$ cat src/hw/board_led_map.svh
// register address, bit positions and reset values of the button and led register
`ifndef BOARD_LED_MAP_SVH
`define BOARD_LED_MAP_SVH

`define DCR_ABUS_W 10
`define DCR_DBUS_W 32
`define BTN_LED_ADDR 10'h008
// vector positions; bit 0 of the bus word is the most significant, vector bit 31
`define LEFT_PAD_MSB 30
`define LEFT_PAD_LSB 27
`define LEFT_BTN_MSB 26
`define LEFT_BTN_LSB 24
`define RIGHT_PAD_MSB 22
`define RIGHT_PAD_LSB 19
`define RIGHT_BTN_MSB 18
`define RIGHT_BTN_LSB 16
`define LED_MSB 15
`define LED_LSB 0
`define LED_W 16
`define TOP_LED_MSB 15
`define TOP_LED_LSB 8
`define LEFT_LED_MSB 7
`define LEFT_LED_LSB 4
`define RIGHT_LED_MSB 3
`define RIGHT_LED_LSB 0
// single-bit positions of the status half, vector numbering
`define RSVD_HI_BIT 31
`define LEFT_WEST_BIT 30
`define LEFT_NORTH_BIT 29
`define LEFT_EAST_BIT 28
`define LEFT_SOUTH_BIT 27
`define LEFT_TOP_BIT 26
`define LEFT_MID_BIT 25
`define LEFT_BOTTOM_BIT 24
`define RSVD_MID_BIT 23
`define RIGHT_WEST_BIT 22
`define RIGHT_NORTH_BIT 21
`define RIGHT_EAST_BIT 20
`define RIGHT_SOUTH_BIT 19
`define RIGHT_TOP_BIT 18
`define RIGHT_MID_BIT 17
`define RIGHT_BOTTOM_BIT 16
// blue and green fields inside the left and right led groups
`define LEFT_BLUE_BIT 7
`define LEFT_GREEN_MSB 6
`define LEFT_GREEN_LSB 4
`define RIGHT_BLUE_BIT 3
`define RIGHT_GREEN_MSB 2
`define RIGHT_GREEN_LSB 0
`define PAD_W 4
`define BTN_W 3
`define TOP_LED_RESET 8'h00
`define GROUP_LED_RESET 4'h0
`define PIN_W 14
`define LED_RESET 16'h0000
`define DBUS_IDLE 32'h0000_0000

`endif

$ cat src/hw/board_led_pkg.sv
// types shared by the button and led register
package board_led_pkg;

	// four-way switch, one bit per direction, 1 = pressed
	typedef struct packed {
		logic west;
		logic north;
		logic east;
		logic south;
	} pad_t;

	// side pushbutton group, 1 = pressed
	typedef struct packed {
		logic top;
		logic mid;
		logic bottom;
	} btn_group_t;

	// one led group: blue then three green
	typedef struct packed {
		logic blue;
		logic [2:0] green;
	} led_group_t;

endpackage

$ cat src/hw/sync2.sv
// two flip-flop synchroniser for a vector of pin levels
`timescale 1ns/10ps
module sync2 #(
	parameter int W = 1
) (
	input wire logic clk_i,
	input wire logic rstn_i,
	input wire logic [W-1:0] d_i,
	output logic [W-1:0] q_o
);
	logic [W-1:0] meta_reg;

	always_ff @(posedge clk_i) begin
		if (!rstn_i) begin
			meta_reg <= '0;
			q_o <= '0;
		end else begin
			meta_reg <= d_i;
			q_o <= meta_reg;
		end
	end
endmodule

$ cat src/hw/board_button_led_register.sv
// button status and led control register on the device control register bus
// Behaviour
// - bits 1-4 report left pad, read-only
// - bits 5-7 report left pushbuttons, read-only
// - bits 9-12 report right pad, read-only
// - bits 13-15 report right pushbuttons, read-only
// - bits 16-31 are read-write led controls
// - led bits drive top, left, right groups
`timescale 1ns/10ps
`include "board_led_map.svh"
module board_button_led_register
	import board_led_pkg::*;
(
	input wire logic clk_i,
	input wire logic rstn_i,
	// device control register bus, same clock as the block
	input wire logic [`DCR_ABUS_W-1:0] dcr_abus_i,
	input wire logic [`DCR_DBUS_W-1:0] dcr_dbus_i,
	input wire logic dcr_read_i,
	input wire logic dcr_write_i,
	output logic dcr_ack_o,
	output logic [`DCR_DBUS_W-1:0] dcr_dbus_o,
	// board switches, asynchronous levels, 1 = pressed
	input wire pad_t left_pad_i,
	input wire btn_group_t left_btn_i,
	input wire pad_t right_pad_i,
	input wire btn_group_t right_btn_i,
	// board leds, 1 = lit
	output logic [7:0] top_led_o,
	output led_group_t left_led_o,
	output led_group_t right_led_o
);
	// synchronised pin levels, one group per switch or button cluster
	pad_t left_pad_s;
	btn_group_t left_btn_s;
	pad_t right_pad_s;
	btn_group_t right_btn_s;

	// bus decode and handshake
	logic hit;
	logic rd_sel;
	logic wr_sel;
	logic wr_take;
	logic ack_reg;

	// led storage, one register per physical group
	logic [7:0] top_led_reg;
	led_group_t left_led_reg;
	led_group_t right_led_reg;
	logic [`DCR_DBUS_W-1:0] rd_word;

	// board pins are asynchronous to the bus clock: two flops before any reader
	sync2 #(.W(`PAD_W)) u_left_pad_sync (
		.clk_i(clk_i),
		.rstn_i(rstn_i),
		.d_i(left_pad_i),
		.q_o(left_pad_s)
	);

	sync2 #(.W(`BTN_W)) u_left_btn_sync (
		.clk_i(clk_i),
		.rstn_i(rstn_i),
		.d_i(left_btn_i),
		.q_o(left_btn_s)
	);

	sync2 #(.W(`PAD_W)) u_right_pad_sync (
		.clk_i(clk_i),
		.rstn_i(rstn_i),
		.d_i(right_pad_i),
		.q_o(right_pad_s)
	);

	sync2 #(.W(`BTN_W)) u_right_btn_sync (
		.clk_i(clk_i),
		.rstn_i(rstn_i),
		.d_i(right_btn_i),
		.q_o(right_btn_s)
	);

	// only the exact register address answers; every other code stays silent
	assign hit = (dcr_abus_i == `BTN_LED_ADDR);
	assign rd_sel = hit && dcr_read_i;
	assign wr_sel = hit && dcr_write_i;

	// a strobe held over several cycles stores its word only once, before ack
	assign wr_take = wr_sel && !ack_reg;

	// bus bit 0 is the msb, so the left pad sits at the top of the vector
	always_comb begin
		rd_word = `DBUS_IDLE;
		rd_word[`RSVD_HI_BIT] = 1'h0;

		rd_word[`LEFT_WEST_BIT] = left_pad_s.west;
		rd_word[`LEFT_NORTH_BIT] = left_pad_s.north;
		rd_word[`LEFT_EAST_BIT] = left_pad_s.east;
		rd_word[`LEFT_SOUTH_BIT] = left_pad_s.south;

		rd_word[`LEFT_TOP_BIT] = left_btn_s.top;
		rd_word[`LEFT_MID_BIT] = left_btn_s.mid;
		rd_word[`LEFT_BOTTOM_BIT] = left_btn_s.bottom;

		rd_word[`RSVD_MID_BIT] = 1'h0;

		rd_word[`RIGHT_WEST_BIT] = right_pad_s.west;
		rd_word[`RIGHT_NORTH_BIT] = right_pad_s.north;
		rd_word[`RIGHT_EAST_BIT] = right_pad_s.east;
		rd_word[`RIGHT_SOUTH_BIT] = right_pad_s.south;

		rd_word[`RIGHT_TOP_BIT] = right_btn_s.top;
		rd_word[`RIGHT_MID_BIT] = right_btn_s.mid;
		rd_word[`RIGHT_BOTTOM_BIT] = right_btn_s.bottom;

		rd_word[`TOP_LED_MSB:`TOP_LED_LSB] = top_led_reg;
		rd_word[`LEFT_BLUE_BIT] = left_led_reg.blue;
		rd_word[`LEFT_GREEN_MSB:`LEFT_GREEN_LSB] = left_led_reg.green;
		rd_word[`RIGHT_BLUE_BIT] = right_led_reg.blue;
		rd_word[`RIGHT_GREEN_MSB:`RIGHT_GREEN_LSB] = right_led_reg.green;
	end

	// ack follows a selected strobe and drops one edge after the master lets go
	always_ff @(posedge clk_i) begin
		if (!rstn_i) begin
			ack_reg <= 1'h0;
		end else begin
			ack_reg <= rd_sel || wr_sel;
		end
	end

	// the status half of a written word is dropped: only the leds are stored
	always_ff @(posedge clk_i) begin
		if (!rstn_i) begin
			top_led_reg <= `TOP_LED_RESET;
		end else if (wr_take) begin
			top_led_reg <= dcr_dbus_i[`TOP_LED_MSB:`TOP_LED_LSB];
		end
	end

	always_ff @(posedge clk_i) begin
		if (!rstn_i) begin
			left_led_reg <= `GROUP_LED_RESET;
		end else if (wr_take) begin
			left_led_reg.blue <= dcr_dbus_i[`LEFT_BLUE_BIT];
			left_led_reg.green <= dcr_dbus_i[`LEFT_GREEN_MSB:`LEFT_GREEN_LSB];
		end
	end

	always_ff @(posedge clk_i) begin
		if (!rstn_i) begin
			right_led_reg <= `GROUP_LED_RESET;
		end else if (wr_take) begin
			right_led_reg.blue <= dcr_dbus_i[`RIGHT_BLUE_BIT];
			right_led_reg.green <= dcr_dbus_i[`RIGHT_GREEN_MSB:`RIGHT_GREEN_LSB];
		end
	end

	// unselected cycles return zero so several slaves can be or-ed on the bus
	always_ff @(posedge clk_i) begin
		if (!rstn_i) begin
			dcr_dbus_o <= `DBUS_IDLE;
		end else if (rd_sel) begin
			dcr_dbus_o <= rd_word;
		end else begin
			dcr_dbus_o <= `DBUS_IDLE;
		end
	end

	// led pins are registered again so each output comes straight from a flop
	always_ff @(posedge clk_i) begin
		if (!rstn_i) begin
			top_led_o <= `TOP_LED_RESET;
		end else begin
			top_led_o <= top_led_reg;
		end
	end

	always_ff @(posedge clk_i) begin
		if (!rstn_i) begin
			left_led_o <= `GROUP_LED_RESET;
		end else begin
			left_led_o <= left_led_reg;
		end
	end

	always_ff @(posedge clk_i) begin
		if (!rstn_i) begin
			right_led_o <= `GROUP_LED_RESET;
		end else begin
			right_led_o <= right_led_reg;
		end
	end

	assign dcr_ack_o = ack_reg;
endmodule

$ cat config.mk
export PLATFORM = sky130hd
export DESIGN_NAME = board_button_led_register
export DESIGN_NICKNAME = d
export VERILOG_FILES = /design/src/hw/board_led_pkg.sv /design/src/hw/sync2.sv /design/src/hw/board_button_led_register.sv
export VERILOG_INCLUDE_DIRS = /design/src /design/src/hw
export SDC_FILE = /design/constraint.sdc
export NUM_CORES = 1
export LEC_CHECK = 0
export BUFFER_PORTS_ARGS = -buffer_cell sky130_fd_sc_hd__clkbuf_2
export CORE_ASPECT_RATIO = 0.7
export CORE_UTILIZATION = 25
export CTS_CLUSTER_DIAMETER = 120
export CTS_CLUSTER_SIZE = 40
export DETAILED_ROUTE_END_ITERATION = 8
export GPL_TIMING_DRIVEN = 0
export PLACE_DENSITY_LB_ADDON = 0.12
export SETUP_SLACK_MARGIN = 0.5
export SYNTH_ARGS = -nofsm -noshare
export SYNTH_HDL_FRONTEND = slang
export SYNTH_SLANG_ARGS = --single-unit
$ cat constraint.sdc
create_clock -name clk_i -period 2.2 [get_ports clk_i]
set_input_delay 0.44 -clock clk_i [delete_from_list [all_inputs] [get_ports clk_i]]
set_output_delay 0.44 -clock clk_i [all_outputs]
set_load 0.02 [all_outputs]
# Word level (Yosys, flattened, before mapping)
# Cells that the tools add are included.
# totals
reg_bits,93
inputBits,60
out_inout_bits,49
wordCells,28
# op_classes
eq_ne,1
n_reduce_logical,6
# op_table
cell,n
$eq 10x4->1 const B,1
$logic_and 1x1->1,3
$reduce_and 2->1,1
$logic_not 1->1,1
$logic_or 1x1->1,1

# Logic depth before layout (Yosys ltp)
# depth
depth_word,3
depth_mapped,5
depth_no_buf,3

# Modules after synthesis
# A second synthesis with hierarchy kept.
# unflattened
hier_cells,233
area_unflattened_um2,2657.5
# modules_own_cells
mod,n_inst,cells_each,area_per_inst_um2,seq_area_each_um2
board_button_led_register,1,177,1921.8,1261.2
sync2 at u_left_pad_sync ...,2,16,210.2,160.2
sync2 at u_left_btn_sync ...,2,12,157.7,120.1

# Least setup slack after synthesis
# No wires, ideal clock.
# synth_timing
kind,input port to flip-flop
from,in dcr_abus_i[7]
to,reg left_led_reg[0] in the netlist's numbering
setup_time_ns,0.072
arrival_time_ns,1.908
t_required_ns,2.128
path_slack_ns,0.220
cell_stages,4
n_path_buf,1
path_cell_list,or4_4 > nor4_4 > buf_6 > mux2i_1
# synth_between
elab_chain_len,3
# synth_rtl
item,line,rtl
from (decl),board_button_led_register.sv:17,"input wire logic [`DCR_ABUS_W-1:0] dcr_abus_i,"
$eq 10x4->1 (no line),n/a,
$logic_and 1x1->1,board_button_led_register.sv:84,assign wr_sel = hit && dcr_write_i;
$logic_and 1x1->1,board_button_led_register.sv:87,assign wr_take = wr_sel && !ack_reg;
to (signal assigned),board_button_led_register.sv:141,left_led_reg <= `GROUP_LED_RESET;
to (decl),board_button_led_register.sv:48,led_group_t left_led_reg;
# No other way between the ends.
# A chain may end at the register's enable or synchronous reset.

# Worst setup path in the final report
# layout_timing
from,in dcr_abus_i[7]
to,reg top_led_reg[6]
# layout_between
elab_chain_len,3
# layout_rtl
item,line,rtl
$eq 10x4->1 (no line),n/a,
$logic_and 1x1->1,board_button_led_register.sv:84,
$logic_and 1x1->1,board_button_led_register.sv:87,
to (signal assigned),board_button_led_register.sv:133,top_led_reg <= `TOP_LED_RESET;
to (signal assigned),board_button_led_register.sv:135,top_led_reg <= dcr_dbus_i[`TOP_LED_MSB:`TOP_LED_LSB];
to (decl),board_button_led_register.sv:47,logic [7:0] top_led_reg;
# No other way between the ends.

==> load_flow_metrics.sql <==
INSERT INTO impl_metrics (metric_group, metric, value, unit) VALUES
('worst_hold_path', 'hold_path_startpoint', 'right_pad_i[3]', ''),
('synth', 'syn_area', '2670', 'um2'),
('worst_setup_path', 'worst_r2r_endpoint', 'top_led_reg[6]', ''),
('placed_design', 'routabilityCongestion', '0.655', ''),
('synth', 'post_synth_top_flop', 'sky130_fd_sc_hd__dfxtp_1', ''),
('synth', 'commonest_cells_post_synth', 'sky130_fd_sc_hd__dfxtp_1 (91), sky130_fd_sc_hd__and2_1 (58), sky130_fd_sc_hd__nand2_1 (33)', ''),
('layout', 'area_growth', '37.2', '%'),
('worst_setup_path', 'r2r_setup_slack', '850', 'ps'),
('route', 'final_antenna_net_count', '0', ''),
('sta', 'final.setup_skew', '3.55', 'ps'),
('synth', 'yosys_warnings', '0', ''),
('power_and_ir_drop', 'share_comb_of_total_power', '2.7', '%'),
('worst_setup_path', 'crit_chain', 'clkbuf_2 > or4_4 > nor4_4 > buf_6 > mux2i_1', ''),
('layout', 'finish.instance_area', '3660', 'um2'),
('worst_setup_path', 'regToRegStartpoint', 'dcr_ack_o', ''),
('placed_design', 'postPlaceCellArea', '3280', 'um2'),
('power_and_ir_drop', 'seqPwrFrac', '47.8', '%'),
('synth', 'netlist.top_cell.by_area', 'sky130_fd_sc_hd__dfxtp_1', ''),
('synth', 'postSynth.asyncResetShare', '0', '%'),
('global_route', 'globalRoute.totalOverflow', '0', ''),
('synth', 'synthesis.area_per_instance', '11.3', 'um2'),
('worst_hold_path', 'min_path_type', 'in -> reg', ''),
('synth', 'synth_most_common_cell', 'sky130_fd_sc_hd__dfxtp_1', ''),
('worst_setup_path', 'critPathBufInv', '2', ''),
('sta', 'setup-tns-final', '0', 'ps'),
('power_and_ir_drop', 'swShare', '18.5', '%'),
('sta', 'setup_violations', '0', ''),
('sta', 'slew_violations', '0', ''),
('sta', 'max_slew.worst_pin.slew', '542', 'ps'),
('worst_setup_path', 'criticalPathCategory', 'in -> reg', ''),
('layout', 'design.final.nets', '398', ''),
('synth', 'synthTopCellsByArea', 'sky130_fd_sc_hd__dfxtp_1 (68%), sky130_fd_sc_hd__and2_1 (14%), sky130_fd_sc_hd__mux2i_1 (6.0%)', ''),
('route', 'vias', '1745', ''),
('run_status', 'status', 'complete, but fails checks', ''),
('floorplan', 'floorplan.die.width', '125', 'um'),
('sta', 'timing.final.hold_violations', '0', ''),
('power_and_ir_drop', 'vdd_drop_max', '0.344', 'mV'),
('run_status', 'failing_checks', 'DRC', ''),
('worst_setup_path', 'worst_setup_path_end_kind', 'register', ''),
('power_and_ir_drop', 'power_per_standard_cell_area', '958', 'nW/um2'),
('layout', 'diodes', '0', ''),
('route', 'drt_iter0_drc', '35', ''),
('clock_network', 'root_cell_of_the_clock_tree', 'sky130_fd_sc_hd__clkbuf_16', ''),
('synth', 'synth.top_cell.area_share', '68.3', '%'),
('global_route', 'grt_max_degree', '15', ''),
('route', 'drt_drc_violations_left', '4', ''),
('global_route', 'first_global_vias', '1597', ''),
('placed_design', 'place.detailed.hpwl', '3700', 'um'),
('power_and_ir_drop', 'internal_power', '2.86', 'mW'),
('layout', 'fraction_of_layout_instances_using_a_drive_strength_above_1', '33.8', '%'),
('placed_design', 'dpl.cell_count', '458', ''),
('clock_network', 'post_cts_hold_buffer_count', '0', ''),
('route', 'vias_per_cell', '3.67', ''),
('route', 'average_routed_wire_per_standard_cell', '10.9', 'um'),
('worst_hold_path', 'hold_path_depth', '2', ''),
('sta', 'slew-limit-headroom', '63.9', '%'),
('placed_design', 'place.port_buffers', '89', ''),
('worst_setup_path', 'path_max_fanout', '10', ''),
('route', 'wirelength', '5160', 'um'),
('sta', 'period_needed', '1590', 'ps'),
('floorplan', 'start_util', '25.8', '%'),
('sta', 'rsz0062_at_grt', 'no', ''),
('worst_hold_path', 'hold-path-endpoint', 'u_right_pad_sync.meta_reg[3]', ''),
('sta', 'fin_ws', '607', 'ps'),
('floorplan', 'fp.dieArea', '11100', 'um2'),
('clock_network', 'cts_buffer_depth', '2', ''),
('layout', 'largest_register_ffs', '30', ''),
('clock_network', 'cts-buffers-inserted', '9', ''),
('floorplan', 'placeableCoreArea', '10400', 'um2'),
('floorplan', 'pin_count', '109', ''),
('worst_setup_path', 'critPathArrivalTime', '1850', 'ps');
cells by family (layout without fill, tap and decap cells):
family | count (synthesis) | count (layout) | synth area share, %
DFF | 91 | 91 | 68.3
AOI/OAI and AO/OA | 1 | 1 | 0.187
buffers and inverters | 29 | 135 | 4.64
muxes | 16 | 16 | 6.00
and+or+nand+nor | 98 | 98 | 20.8
other | 1 | 2 | 0.141
placed cells by master (no fill, tap or decap):
cell                        instances
sky130_fd_sc_hd__and2_1            58
sky130_fd_sc_hd__buf_4              4
sky130_fd_sc_hd__buf_6              1
sky130_fd_sc_hd__bufinv_16          3
sky130_fd_sc_hd__clkbuf_1           8
sky130_fd_sc_hd__clkbuf_16          9
sky130_fd_sc_hd__clkbuf_2          90
sky130_fd_sc_hd__clkbuf_4           1
sky130_fd_sc_hd__clkbuf_8           1
sky130_fd_sc_hd__clkinv_2           2
sky130_fd_sc_hd__conb_1             2
sky130_fd_sc_hd__dfxtp_1           91
sky130_fd_sc_hd__inv_1             16
sky130_fd_sc_hd__mux2i_1           16
sky130_fd_sc_hd__nand2_1           33
sky130_fd_sc_hd__nand2b_1           1
sky130_fd_sc_hd__nor4_1             1
sky130_fd_sc_hd__nor4_4             2
sky130_fd_sc_hd__o21ai_0            1
sky130_fd_sc_hd__or2_2              1
sky130_fd_sc_hd__or4_4              1
sky130_fd_sc_hd__or4b_4             1
worst reg2reg max path: cells and delay by family, from the launching register on:
kind,cells,cell delay (ps)
multiplexers,1,200
AND/OR/NAND/NOR,2,540
flip-flops,1,310
buffers and inverters,1,230
area by class of cell:
type | instances | area [um2]
Buffer | 13 | 72.6
Clock inverter | 5 | 100
Multi-Input combinational cell | 117 | 746
Fill cell | 1075 | 6700
Timing Repair Buffer | 90 | 453
Sequential cell | 91 | 1820
Clock buffer | 11 | 243
Tap cell | 132 | 165
Inverter | 16 | 60.1
repair_timing:
item | 4_1_cts | 5_1_grt
hold endpoints to repair | 0 | 0
resized for setup | 5 | 5
setup buffers | 1 | 0
pin swaps | 1 | 1
endpoints found under the setup margin | 46 | 29
worst max path at each step:
stage | start | end | slack, ps | cells after the start
final | dcr_abus_i[7] | top_led_reg[6] | 610 | 5
after global placement | dcr_abus_i[9] | dcr_dbus_o[14] | -170 | 5
after global routing | dcr_abus_i[7] | rd_word[0] | 530 | 5
after CTS | dcr_abus_i[9] | dcr_dbus_o[5] | 520 | 5
after floorplan | dcr_abus_i[7] | left_led_reg[0] | 220 | 4
after detailed placement | dcr_abus_i[9] | dcr_dbus_o[9] | -180 | 5
power by group through the flow:
stage	logic, mW	clock network [mW]	registers, mW
after floorplan	0.0452	0	1.71
after detailed placement	0.0951	0	1.71
after global placement	0.0944	0	1.71
after global routing	0.108	1.86	1.68
after CTS	0.0960	1.78	1.68
final	0.0946	1.74	1.68
metal layers:
metal | track usage [%] | wire, um | share of wire, %
met1 | 12.8 | 2590 | 50
met5 | 0 | 0 | 0
met2 | 14.8 | 2200 | 43
met4 | 4.99 | 90 | 1.7
met3 | 4.41 | 272 | 5.3
through the flow:
| step | util, % | total power, mW | hold WS (ps) |
|---|---|---|---|
| 2_1_floorplan | - | 1.76 | 406 |
| 3_3_place_gp | 31.7 | 1.81 | 408 |
| 3_5_place_dp | 31.7 | 1.81 | 411 |
| 4_1_cts | 35.2 | 3.55 | 294 |
| 5_1_grt | 35.4 | 3.64 | 294 |
| 6_report | 35.4 | 3.51 | 309 |
Note: power is estimated with default switching activity, not from simulation.
